File: config.mk
export PLATFORM = sky130hd
export DESIGN_NAME = otp_fuse_bank_manager
export DESIGN_NICKNAME = d
export VERILOG_FILES = /design/src/common/otp_fuse_pkg.sv /design/src/hdl/otp_fuse_bank_manager.sv
export SDC_FILE = /design/constraint.sdc
export NUM_CORES = 2
export LEC_CHECK = 0
export BUFFER_PORTS_ARGS = -buffer_cell sky130_fd_sc_hd__buf_2
export CORE_ASPECT_RATIO = 0.8
export CORE_UTILIZATION = 50
export CTS_CLUSTER_DIAMETER = 40
export DETAILED_ROUTE_END_ITERATION = 10
export GPL_TIMING_DRIVEN = 0
export PLACE_DENSITY = 0.66
export REMOVE_ABC_BUFFERS = 1
export SLEW_MARGIN = 25
export SYNTH_ARGS = -nofsm -noshare
export SYNTH_HDL_FRONTEND = slang
export SYNTH_SLANG_ARGS = --single-unit
File: constraint.sdc
create_clock -name clk -period 8.98 [get_ports clk]
set_clock_uncertainty 0.15 [all_clocks]
set_input_delay 0.449 -clock clk [delete_from_list [all_inputs] [get_ports clk]]
set_output_delay 0.449 -clock clk [all_outputs]
set_load 0.05 [all_outputs]
File: src/common/otp_fuse_pkg.sv
// constants for the one-time-programmable fuse bank manager
// assumes a single 25 MHz clock domain and an Avalon-MM register slave with byte addresses
package otp_fuse_pkg;
  localparam int NUM_BANKS = 6;
  localparam int BANK_BITS = 128;
  localparam int FIXED_BITS = 80;
  localparam int WORDS_PER_BANK = 4;
  // bank field layout, identical in every bank
  localparam int USED_BIT = 0;
  localparam int RETIRED_BIT = 1;
  localparam int ADDR_USED_BIT = 2;
  localparam int ADC_USED_BIT = 3;
  localparam int FREQ_USED_BIT = 4;
  localparam int QGAIN_USED_BIT = 5;
  localparam int QPHASE_USED_BIT = 6;
  localparam int ADDR_LSB = 8;
  localparam int ADDR_W = 48;
  localparam int ADC_LSB = 56;
  localparam int ADC_W = 8;
  localparam int FREQ_LSB = 64;
  localparam int FREQ_W = 8;
  localparam int QGAIN_LSB = 72;
  localparam int QGAIN_W = 4;
  localparam int QPHASE_LSB = 76;
  localparam int QPHASE_W = 4;
  localparam logic [2:0] FACTORY_BANK = 3'h2;
  localparam logic [2:0] LAST_BANK = 3'h5;
  localparam logic [2:0] FIRST_PROG_BANK = 3'h2;
  // register byte offsets
  localparam logic [7:0] REG_CTRL = 8'h00;
  localparam logic [7:0] REG_PROG_ADDR = 8'h04;
  localparam logic [7:0] REG_PROG_DATA = 8'h08;
  localparam logic [7:0] REG_READ_ADDR = 8'h0c;
  localparam logic [7:0] REG_READ_DATA = 8'h10;
  localparam logic [7:0] REG_STATUS = 8'h14;
  localparam logic [7:0] REG_ADDR_LO = 8'h18;
  localparam logic [7:0] REG_ADDR_HI = 8'h1c;
  localparam logic [7:0] REG_SEC_LO = 8'h20;
  localparam logic [7:0] REG_SEC_HI = 8'h24;
  localparam logic [7:0] REG_TRIM = 8'h28;
  localparam logic [7:0] REG_CFG = 8'h2c;
  localparam logic [7:0] REG_IRQ = 8'h30;
  // control and status bit positions
  localparam int CTRL_BURN_BIT = 0;
  localparam int CTRL_RESCAN_BIT = 1;
  localparam int STAT_BUSY_BIT = 0;
  localparam int STAT_VALID_BIT = 1;
  localparam int STAT_BANK_LSB = 4;
  localparam int STAT_ERR_BIT = 8;
  // values after reset and cycle counts
  localparam logic [31:0] RESET_WORD = 32'h0000_0000;
  localparam logic [3:0] BURN_CYCLES = 4'h4;
  localparam int SCAN_MAX_CYCLES = 7;
  typedef enum logic [2:0] {
    st_scan = 3'b001,
    st_ready = 3'b010,
    st_burn = 3'b100
  } fuse_state_e;
endpackage : otp_fuse_pkg

File: src/hdl/otp_fuse_bank_manager.sv
// fuse array, bank scan after reset, programming engine and Avalon-MM register slave
// assumes a well-behaved Avalon master; srst also stands for power-on, restoring the factory image
//
// Decided for this implementation: the Avalon-MM slave port and the register offsets.
`timescale 1ns/1ps
module otp_fuse_bank_manager #(
  parameter logic [47:0] FACTORY_ADDR = 48'h0000_0000_0000,
  parameter logic HAS_FACTORY_ADDR = 1'b0,
  parameter logic [3:0] FACTORY_QGAIN = 4'h8,
  parameter logic [3:0] FACTORY_QPHASE = 4'h8
) (
  input wire logic clk,
  input wire logic srst,
  input wire logic [7:0] avs_address,
  input wire logic avs_read,
  input wire logic avs_write,
  input wire logic [31:0] avs_writedata,
  input wire logic [3:0] avs_byteenable,
  output logic [31:0] avs_readdata,
  output logic avs_waitrequest,
  output logic host_interrupt_request_low
);
  logic [otp_fuse_pkg::BANK_BITS-1:0] fuse [otp_fuse_pkg::NUM_BANKS];
  logic [otp_fuse_pkg::NUM_BANKS-1:0] bank_ok;
  logic [otp_fuse_pkg::BANK_BITS-1:0] factory_image;
  otp_fuse_pkg::fuse_state_e state;
  logic [2:0] scan_idx;
  logic [2:0] active_bank;
  logic active_valid;
  logic [3:0] burn_cnt;
  logic burn_fire;
  logic [2:0] prog_bank;
  logic [1:0] prog_word;
  logic [31:0] prog_data;
  logic [2:0] rd_bank;
  logic [1:0] rd_word;
  logic legacy_fw;
  logic prog_err;
  logic irq_req;
  logic [31:0] be_mask;
  logic [31:0] wr_val;
  logic take;
  logic take_wr;
  logic accept;
  logic [31:0] next_readdata;
  logic [otp_fuse_pkg::BANK_BITS-1:0] act;
  logic [otp_fuse_pkg::BANK_BITS-1:0] burn_mask;
  logic [31:0] guarded_data;
  logic [47:0] sta_addr;
  logic [47:0] sec_addr;
  logic [7:0] adc_trim;
  logic [7:0] freq_trim;
  logic [3:0] qgain;
  logic [3:0] qphase;

  // factory image of bank two
  always_comb begin
    factory_image = '0;
    factory_image[otp_fuse_pkg::USED_BIT] = 1'b1;
    factory_image[otp_fuse_pkg::QGAIN_USED_BIT] = 1'b1;
    factory_image[otp_fuse_pkg::QPHASE_USED_BIT] = 1'b1;
    factory_image[otp_fuse_pkg::QGAIN_LSB +: otp_fuse_pkg::QGAIN_W] = FACTORY_QGAIN;
    factory_image[otp_fuse_pkg::QPHASE_LSB +: otp_fuse_pkg::QPHASE_W] = FACTORY_QPHASE;
    factory_image[otp_fuse_pkg::ADDR_USED_BIT] = HAS_FACTORY_ADDR;
    factory_image[otp_fuse_pkg::ADDR_LSB +: otp_fuse_pkg::ADDR_W] = HAS_FACTORY_ADDR ? FACTORY_ADDR : 48'h0;
  end

  // banks 0 and 1 only ever take their retired flag, whatever the agent asks
  always_comb begin
    guarded_data = prog_data;
    if (prog_bank < otp_fuse_pkg::FIRST_PROG_BANK) begin
      guarded_data = prog_word == 2'h0 ? (prog_data & (32'h1 << otp_fuse_pkg::RETIRED_BIT)) : 32'h0;
    end
    burn_mask = {96'h0, guarded_data} << {prog_word, 5'h00};
  end

  assign burn_fire = (state == otp_fuse_pkg::st_burn) && (burn_cnt == otp_fuse_pkg::BURN_CYCLES - 4'h1);

  // fuse bits only ever go from 0 to 1, one bank at a time
  for (genvar b = 0; b < otp_fuse_pkg::NUM_BANKS; b++) begin : g_bank
    always_ff @(posedge clk) begin
      if (srst) begin
        fuse[b] <= (b == otp_fuse_pkg::FACTORY_BANK) ? factory_image : '0;
      end else if (burn_fire && prog_bank == 3'(b)) begin
        fuse[b] <= fuse[b] | burn_mask;
      end
    end
    assign bank_ok[b] = fuse[b][otp_fuse_pkg::USED_BIT] & ~fuse[b][otp_fuse_pkg::RETIRED_BIT];
    a_bank_sticky: assert property (@(posedge clk) disable iff (srst)
      !$past(srst) |-> ((fuse[b] & $past(fuse[b])) == $past(fuse[b])))
      else $error("fuse bit cleared");
    a_bank_isolate: assert property (@(posedge clk) disable iff (srst)
      (burn_fire && prog_bank != 3'(b)) |=> $stable(fuse[b]))
      else $error("burn disturbed another bank");
  end

  // scan from the top bank down; the first good one wins
  always_ff @(posedge clk) begin
    if (srst) begin
      state <= otp_fuse_pkg::st_scan;
      scan_idx <= otp_fuse_pkg::LAST_BANK;
      active_bank <= 3'h0;
      active_valid <= 1'b0;
      burn_cnt <= 4'h0;
    end else begin
      case (state)
        otp_fuse_pkg::st_scan: begin
          if (bank_ok[scan_idx]) begin
            active_bank <= scan_idx;
            active_valid <= 1'b1;
            state <= otp_fuse_pkg::st_ready;
          end else if (scan_idx == 3'h0) begin
            // no stale bank number left in status once every bank is gone
            active_bank <= 3'h0;
            active_valid <= 1'b0;
            state <= otp_fuse_pkg::st_ready;
          end else begin
            scan_idx <= scan_idx - 3'h1;
          end
        end
        otp_fuse_pkg::st_ready: begin
          if (take_wr && avs_address == otp_fuse_pkg::REG_CTRL && avs_byteenable[0]) begin
            if (avs_writedata[otp_fuse_pkg::CTRL_BURN_BIT]) begin
              burn_cnt <= 4'h0;
              state <= otp_fuse_pkg::st_burn;
            end else if (avs_writedata[otp_fuse_pkg::CTRL_RESCAN_BIT]) begin
              scan_idx <= otp_fuse_pkg::LAST_BANK;
              state <= otp_fuse_pkg::st_scan;
            end
          end
        end
        otp_fuse_pkg::st_burn: begin
          burn_cnt <= burn_cnt + 4'h1;
          if (burn_fire) begin
            scan_idx <= otp_fuse_pkg::LAST_BANK;
            state <= otp_fuse_pkg::st_scan;
          end
        end
        default: begin
          scan_idx <= otp_fuse_pkg::LAST_BANK;
          state <= otp_fuse_pkg::st_scan;
        end
      endcase
    end
  end

  localparam int SCAN_LIMIT = otp_fuse_pkg::SCAN_MAX_CYCLES;
  a_scan_bound: assert property (@(posedge clk) disable iff (srst)
    $past(srst) |-> ##[1:SCAN_LIMIT] (state == otp_fuse_pkg::st_ready))
    else $error("bank scan did not finish");
  a_active_top: assert property (@(posedge clk) disable iff (srst)
    (state == otp_fuse_pkg::st_ready && active_valid) |->
      (bank_ok[active_bank] && ((bank_ok >> (active_bank + 3'h1)) == 6'h00)))
    else $error("active bank is not the highest good bank");
  a_none_valid: assert property (@(posedge clk) disable iff (srst)
    (state == otp_fuse_pkg::st_ready && !active_valid) |-> (bank_ok == 6'h00))
    else $error("good bank missed by scan");
  a_low_guard: assert property (@(posedge clk) disable iff (srst)
    ((fuse[0] | fuse[1]) & ~(128'h1 << otp_fuse_pkg::RETIRED_BIT)) == '0)
    else $error("parameter bits burned in bank 0 or 1");
  a_factory_trim: assert property (@(posedge clk)
    $fell(srst) |-> (fuse[2][otp_fuse_pkg::QGAIN_USED_BIT] && fuse[2][otp_fuse_pkg::QPHASE_USED_BIT]
      && fuse[2][otp_fuse_pkg::QGAIN_LSB +: otp_fuse_pkg::QGAIN_W] == FACTORY_QGAIN))
    else $error("factory trims missing in bank two");
  a_factory_addr: assert property (@(posedge clk)
    $fell(srst) |-> (fuse[2][otp_fuse_pkg::ADDR_USED_BIT] == HAS_FACTORY_ADDR))
    else $error("factory address flag wrong in bank two");

  // fields of the active bank, each shown only once its own used bit is burned
  assign act = active_valid ? fuse[active_bank] : '0;
  assign sta_addr = act[otp_fuse_pkg::ADDR_USED_BIT] ? act[otp_fuse_pkg::ADDR_LSB +: otp_fuse_pkg::ADDR_W] : 48'h0;
  assign sec_addr = sta_addr + 48'h1;
  assign adc_trim = act[otp_fuse_pkg::ADC_USED_BIT] ? act[otp_fuse_pkg::ADC_LSB +: otp_fuse_pkg::ADC_W] : 8'h00;
  assign freq_trim = act[otp_fuse_pkg::FREQ_USED_BIT] ? act[otp_fuse_pkg::FREQ_LSB +: otp_fuse_pkg::FREQ_W] : 8'h00;
  // legacy firmware treats the quadrature trims as reserved
  assign qgain = (act[otp_fuse_pkg::QGAIN_USED_BIT] && !legacy_fw) ?
    act[otp_fuse_pkg::QGAIN_LSB +: otp_fuse_pkg::QGAIN_W] : 4'h0;
  assign qphase = (act[otp_fuse_pkg::QPHASE_USED_BIT] && !legacy_fw) ?
    act[otp_fuse_pkg::QPHASE_LSB +: otp_fuse_pkg::QPHASE_W] : 4'h0;

  a_sec_addr: assert property (@(posedge clk) disable iff (srst)
    (avs_read && !avs_waitrequest && avs_address == otp_fuse_pkg::REG_SEC_LO) |->
      (avs_readdata == $past(sta_addr[31:0]) + 32'h1))
    else $error("secondary address is not station address plus one");
  a_legacy_trim: assert property (@(posedge clk) disable iff (srst)
    (avs_read && !avs_waitrequest && avs_address == otp_fuse_pkg::REG_TRIM && legacy_fw) |->
      (avs_readdata[23:16] == 8'h00))
    else $error("quadrature trims visible to legacy firmware");

  // bus slave: one wait cycle, reads stall while a scan or a burn is running
  assign accept = avs_write || (avs_read && state == otp_fuse_pkg::st_ready);
  assign take = !avs_waitrequest && (avs_read || avs_write);
  assign take_wr = take && avs_write;
  always_comb begin
    for (int i = 0; i < 4; i++) begin
      be_mask[i*8 +: 8] = {8{avs_byteenable[i]}};
    end
  end

  always_ff @(posedge clk) begin
    if (srst) begin
      avs_waitrequest <= 1'b1;
    end else if (avs_waitrequest && accept) begin
      avs_waitrequest <= 1'b0;
    end else begin
      avs_waitrequest <= 1'b1;
    end
  end

  always_comb begin
    next_readdata = otp_fuse_pkg::RESET_WORD;
    case (avs_address)
      otp_fuse_pkg::REG_PROG_ADDR: next_readdata = {27'h0, prog_word, prog_bank};
      otp_fuse_pkg::REG_PROG_DATA: next_readdata = prog_data;
      otp_fuse_pkg::REG_READ_ADDR: next_readdata = {27'h0, rd_word, rd_bank};
      otp_fuse_pkg::REG_READ_DATA: next_readdata = (rd_bank <= otp_fuse_pkg::LAST_BANK) ?
        fuse[rd_bank][{rd_word, 5'h00} +: 32] : 32'h0;
      otp_fuse_pkg::REG_STATUS: begin
        next_readdata[otp_fuse_pkg::STAT_BUSY_BIT] = state != otp_fuse_pkg::st_ready;
        next_readdata[otp_fuse_pkg::STAT_VALID_BIT] = active_valid;
        next_readdata[otp_fuse_pkg::STAT_BANK_LSB +: 3] = active_bank;
        next_readdata[otp_fuse_pkg::STAT_ERR_BIT] = prog_err;
      end
      otp_fuse_pkg::REG_ADDR_LO: next_readdata = sta_addr[31:0];
      otp_fuse_pkg::REG_ADDR_HI: next_readdata = {16'h0, sta_addr[47:32]};
      otp_fuse_pkg::REG_SEC_LO: next_readdata = sec_addr[31:0];
      otp_fuse_pkg::REG_SEC_HI: next_readdata = {16'h0, sec_addr[47:32]};
      otp_fuse_pkg::REG_TRIM: next_readdata = {8'h0, qphase, qgain, freq_trim, adc_trim};
      otp_fuse_pkg::REG_CFG: next_readdata = {31'h0, legacy_fw};
      otp_fuse_pkg::REG_IRQ: next_readdata = {31'h0, irq_req};
      default: next_readdata = otp_fuse_pkg::RESET_WORD;
    endcase
  end

  always_ff @(posedge clk) begin
    if (srst) begin
      avs_readdata <= otp_fuse_pkg::RESET_WORD;
    end else if (avs_waitrequest && avs_read && accept) begin
      avs_readdata <= next_readdata;
    end
  end

  // software-writable registers with byte enables
  assign wr_val = avs_writedata & be_mask;
  always_ff @(posedge clk) begin
    if (srst) begin
      prog_bank <= otp_fuse_pkg::FIRST_PROG_BANK;
      prog_word <= 2'h0;
      prog_data <= otp_fuse_pkg::RESET_WORD;
      rd_bank <= 3'h0;
      rd_word <= 2'h0;
      legacy_fw <= 1'b0;
      irq_req <= 1'b0;
    end else if (take_wr) begin
      case (avs_address)
        otp_fuse_pkg::REG_PROG_ADDR: begin
          if (avs_byteenable[0] && state != otp_fuse_pkg::st_burn) begin
            prog_bank <= wr_val[2:0];
            prog_word <= wr_val[4:3];
          end
        end
        otp_fuse_pkg::REG_PROG_DATA: begin
          if (state != otp_fuse_pkg::st_burn) begin
            prog_data <= (prog_data & ~be_mask) | wr_val;
          end
        end
        otp_fuse_pkg::REG_READ_ADDR: begin
          if (avs_byteenable[0]) begin
            rd_bank <= wr_val[2:0];
            rd_word <= wr_val[4:3];
          end
        end
        otp_fuse_pkg::REG_CFG: if (avs_byteenable[0]) legacy_fw <= wr_val[0];
        otp_fuse_pkg::REG_IRQ: if (avs_byteenable[0]) irq_req <= wr_val[0];
        default: begin
        end
      endcase
    end
  end

  // error: request to burn parameter bits into bank 0/1, or a bad bank; set wins over clear
  always_ff @(posedge clk) begin
    if (srst) begin
      prog_err <= 1'b0;
    end else if (burn_fire && (prog_bank > otp_fuse_pkg::LAST_BANK || guarded_data != prog_data)) begin
      prog_err <= 1'b1;
    end else if (take_wr && avs_address == otp_fuse_pkg::REG_STATUS && avs_writedata[otp_fuse_pkg::STAT_ERR_BIT]
                 && avs_byteenable[1]) begin
      prog_err <= 1'b0;
    end
  end

  always_ff @(posedge clk) begin
    if (srst) begin
      host_interrupt_request_low <= 1'b1;
    end else begin
      host_interrupt_request_low <= ~irq_req;
    end
  end

  a_irq_follow: assert property (@(posedge clk) disable iff (srst)
    $rose(irq_req) |=> !host_interrupt_request_low)
    else $error("interrupt request pin did not assert");
endmodule : otp_fuse_bank_manager

**Yosys cells after proc, flatten, opt, wreduce, memory -nomap -nowiden**

Memories as Yosys holds them, arrays and structs flattened. A register that Yosys moved wholly into a read port is not among the register bits.
Cells that the tools add are included.
Widths: inputs -> output; s select.

- Add/subtract/negate cells: 3
- Multiply operators: 0
- Div/mod/pow operators: 0
- Magnitude comparators: 4
- Equality and inequality tests: 33
- Shift operators: 2
- Muxes and demuxes: 71
- Bitwise gates (word level): 29
- Reductions and logical operators: 43

Operators by type and width:

| kind | number |
|---|---|
| $mux 128 | 6 |
| $or 128x128->128 | 6 |
| $pmux 23 s7 | 1 |
| $shiftx 128x8->32 | 1 |
| $shl 32x7->128 | 1 |
| $mux 80 | 1 |
| $and 32x32->32 | 2 |
| $mux 32 | 2 |
| $mux 3 | 18 |
| $add 48x1->48 const B | 1 |
| $mux 48 | 1 |
| $eq 8x6->1 const B | 5 |
| $eq 8x5->1 const B | 4 |
| $ne 32x32->1 | 1 |
| $not 32->32 | 1 |
| $or 32x32->32 | 1 |
| $pmux 3 s10 | 1 |
| $mux 1 | 26 |
| $pmux 2 s12 | 1 |
| $logic_and 1x1->1 | 22 |
| $pmux 2 s9 | 1 |
| $pmux 3 s3 | 2 |
| $reduce_and 3->1 | 6 |
| $eq 8x4->1 const B | 2 |
| 33 further kinds | 72 |

- Bits in registers: 93
- Bits in latches: 0
- Memory bits (writable): 768
- ROM bits: 0
- Input bits: 48
- Output and inout port bits: 34
- Word-level logic and storage cells: 202
- Memories kept: 1

Memory list:

| memory | words | bits a word | read ports | clocked after memory_dff | wr ports | RTL line | text |
|---|---|---|---|---|---|---|---|
| fuse | 6 | 128 | 8 | 2 | 6 | otp_fuse_bank_manager.sv:23 | `logic [otp_fuse_pkg::BANK_BITS-1:0] fuse [otp_fuse_pkg::NUM_BANKS];` |

**Logic depth before layout (Yosys ltp)**

An unclocked memory read counts as a cell.

- Depth after elaboration: 9
- Mapped depth: 15
- Depth with buffers taken out: 12

**Worst setup path before layout**

Ideal clock, no wire load.

- Path kind: register -> register
- From: reg prog_bank[1]
- To: mem fuse[0][0] (netlist name), enable pin
- Arrival time: 7.046 ns
- Data required time: 8.188 ns
- Path slack: 1.142 ns
- Stages on the path, launching flop included: 5
- Path buffers: 1
- Cell sequence: dfxtp_1 > or2_2 > clkbuf_1 > or3_1 > o21bai_1

RTL lines:

| what | RTL line | text |
|---|---|---|
| from (decl) | otp_fuse_bank_manager.sv:32 | `logic [2:0] prog_bank;` |
| from (signal assigned) | otp_fuse_bank_manager.sv:247 | `prog_bank <= otp_fuse_pkg::FIRST_PROG_BANK;` |
| from (signal assigned) | otp_fuse_bank_manager.sv:258 | `prog_bank <= wr_val[2:0];` |
| to (decl) | otp_fuse_bank_manager.sv:23 |  |

==> key figures <==
Yosys
  • Post-synthesis simple-gate area fraction: 0.0924
  • Synth Area in Adders: 0.00108
  • Yosys top cell by area: edfxtp_1
  • Synth warn: 0
  • Synth Area in Compound Gates: 0.159
  • Yosys top cell area share: 0.496
  • Synth area leaders: edfxtp_1 (50%), o21a_1 (10%), mux4_2 (10%)
  • Yosys cell types: 81
  • Syn_area_per_cell: 12.3 um2
  • Syn Inst Count: 3765
  • Post-synth EDFFs: 768
  • Async SR Flop Fraction: 0
  • Main combinational cell family by area after synthesis: multiplexers
  • Mux cell area share after synthesis: 0.172
  • Seq cells post-synth: 867
  • Synth Area in XOR/XNOR: 0.00810
  • Seq/Total Area, Yosys: 0.539
  • Most frequent cell after synthesis: edfxtp_1
  • Commonest cells post-synth: edfxtp_1 (768), o21a_1 (640), nor2_1 (540)
  • Most common flop cell mapped by yosys: edfxtp_1
  • Post-synthesis cell area: 46500 um2

Drt
  • Routed len/inst: 29.2 um
  • Pre-antenna DRT Iters: 10
  • Detail Route Antenna Nets: 0
  • Iteration-0 DRC Markers: 4561
  • DRT Wirelength: 153000 um
  • Avg Vias per Cell: 6.70
  • Total number of vias: 35000
  • DRC: 0

Power
  • Power Density: 195 nW/um2
  • Leakage power figure: 0.0182 uW
  • P_sw: 2930 uW
  • Clock power frac: 0.444
  • Switch share: 0.273
  • Seq pwr share: 0.435
  • Cell internal pwr: 7800 uW
  • Total power: 10700 uW
  • VDD IR max: 0.192 mV
  • Comb power frac: 0.121

Timing
  • Period utilization: 0.632
  • Achievable Freq: 176 MHz
  • Fin. Hold Viols: 0
  • Setup violators final: 0
  • Min Tclk post-route: 5.67 ns
  • Slew @ Worst Pin: 1.15 ns
  • Final Max Slew Viols: 0
  • Relative slew slack: 0.225
  • RSZ-0062 raised after global routing: false

GRT
  • GRT met3 Usage: 0.0996
  • Antenna violations before repair: 4
  • Met2 usage: 0.464
  • First-pass GRT wire length: 227000 um
  • Vias in the first global route: 33600
  • Tot GR Track Use: 0.324
  • M1 GR Usage: 0.473
  • Busiest grt layer: met1
  • Largest net degree at the start of global routing: 61
  • Grt ovf: 0

Placed design
  • Final Wtd Congestion: 0.975
  • Buffers on Ports: 81
  • DP Area: 50500 um2
  • HPWL after DPL: 102000 um

Clock network
  • H-tree depth: 3
  • CTS Buf Count: 119
  • Clk pin slew, worst setup/hold paths: 0.06 ns
  • Root buffer cell: clkbuf_16
  • Sink Count: 867
  • Clock Latency Late Sink: 0.71 ns
  • Bufs on Longest Clock Path: 3
  • PostCTS Resize Cnt: 0
  • TritonCTS clock tree: done

Critical path
  • Crit path DAT: 6.11 ns
  • CP cell instances: buf_16 -> mux2i_1 -> nor2_2 -> or2_2 -> and2_1 -> ha_1 -> nand3_2 -> nor4_1 -> nand4_1 -> nor4_2 -> nand2_1 -> xor2_1 -> o31ai_1
  • Worst path slowest cell: or2_2
  • R2R cell count: 13
  • Reg2reg setup slack: 3.31 ns
  • CP max stage delay: 0.78 ns
  • Critical path class: reg -> reg
  • Top delay family on crit path: simple AND/OR/NAND/NOR gates
  • Crit Path Max Fanout: 35
  • Worst Path Required: 9.41 ns
  • WP buf/inv: 1
  • Reg2reg end: avs_readdata[14]
  • Critical Path End Type: register
  • Critical Path Source Type: register

Floorplanning
  • Die Height: 275 um
  • Starting Density: 0.507
  • # rows: 99
  • Core Area: 91700 um2
  • I/O pin total: 82
  • Width of the die: 343 um
  • Area of the die: 94200 um2

Cells and area
  • Design area: 55100 um2
  • Fin util: 0.601
  • # fillers: 7259
  • Layout Area Growth over Synthesis: 18.5%
  • NumNets Final: 3954
  • Ratio of cells with drive above 1 in the final layout: 0.209

Run
  • MaxCap Viol Count: 0

Min path
  • Class of the worst hold path: in -> reg
  • HP Start: avs_byteenable[1]
  • Hold Path Stages: 3

Run status
  • Status: finished clean
-- sequential cells by signal, summed over array words and instances, names as in the netlist, named ones only --
name,cells
burn_cnt,4
rd_word,2
rd_bank,3
host_interrupt_request_low,1
state,3
prog_err,1
active_valid,1
avs_waitrequest,1
fuse,768
active_bank,3
avs_readdata,32
prog_word,2
irq_req,1
prog_bank,3
scan_idx,3
legacy_fw,1
-- kinds of logic after synthesis --
kind of cell    after synthesis
mux                         519
compound gates             1052
xor+xnor                     43
simple gates                992
flops                       867
buf+inv                     288
fa+ha+maj                     4
-- metrics by stage --
stage          hold slack, ns  setup WS [ns]  setup TNS [ns]  std cells
3_3_place_gp            0.286         -10.42        -8024.90       4787
6_report                0.108           3.31               0       5225
3_5_place_dp            0.288           3.56               0       4938
2_1_floorplan           0.232          -2.64          -57.73       3494
5_1_grt                0.0760           3.11               0       5219
4_1_cts                0.0478           3.54               0       5219
-- layout by cell type (no fill, tap or decap), types with 22 or more instances in the layout --
cell type	n
nand2_1	244
mux4_2	211
dlygate4sd3_1	55
inv_6	23
nor2_1	535
a211oi_1	34
dfxtp_1	91
o21a_1	640
a21oi_1	151
o21ai_0	83
mux2i_1	180
nand3_1	69
buf_2	83
clkbuf_16	121
buf_4	33
xnor2_1	29
buf_12	22
mux2_2	122
edfxtp_1	768
buf_16	83
a22oi_1	23
-- how the worst max path moves through the flow --
stage          slack, ns               end     start  cells after the start
2_1_floorplan      -2.64  avs_readdata[14]  register                      7
3_3_place_gp      -10.42  avs_readdata[14]  register                      7
3_5_place_dp        3.56   avs_readdata[6]  register                     13
4_1_cts             3.54   avs_readdata[6]  register                     13
5_1_grt             3.11  avs_readdata[14]  register                     13
6_report            3.31  avs_readdata[14]  register                     13
-- worst min-delay path, stage by stage --
cell     delay [ns]
buf_2          0.25
nand3_1        0.15
a21oi_1        0.06
-- per-layer routing --
layer	vias up	part of all wire	wire length, um
met5	-	0.00041	62
met4	8	0.031	4710
li1	14800	-	-
met3	324	0.13	20600
met2	2147	0.42	64400
met1	17700	0.41	62800
-- power by group through the flow --
stage	Clock [uW]	Sequential, uW	Combinational, uW
after detailed placement	0	4750	1250
after global routing	4950	4690	1340
after floorplan	0	4820	676
final	4760	4670	1300
after CTS	4790	4670	1270
after global placement	0	4970	1080
-- timing repair --
item | 4_1_cts | 5_1_grt
endpoints found under the hold margin | 50 | 0
hold buffers | 55 | 0
setup buffers | 0 | 0
-- cell type report --
| class | instances | area (um2) | area share |
|---|---|---|---|
| Tap cell | 1212 | 1520 | 0.0275 |
| Multi-Input combinational cell | 2610 | 20300 | 0.369 |
| Inverter | 17 | 68.8 | 0.00125 |
| Sequential cell | 867 | 25100 | 0.455 |
| Timing Repair Buffer | 287 | 4080 | 0.0740 |
| Clock inverter | 91 | 882 | 0.0160 |
| Clock buffer | 135 | 3140 | 0.0570 |
| Antenna cell | 6 | 15.0 | 0.000273 |
Power figures use the tool's default switching activity.
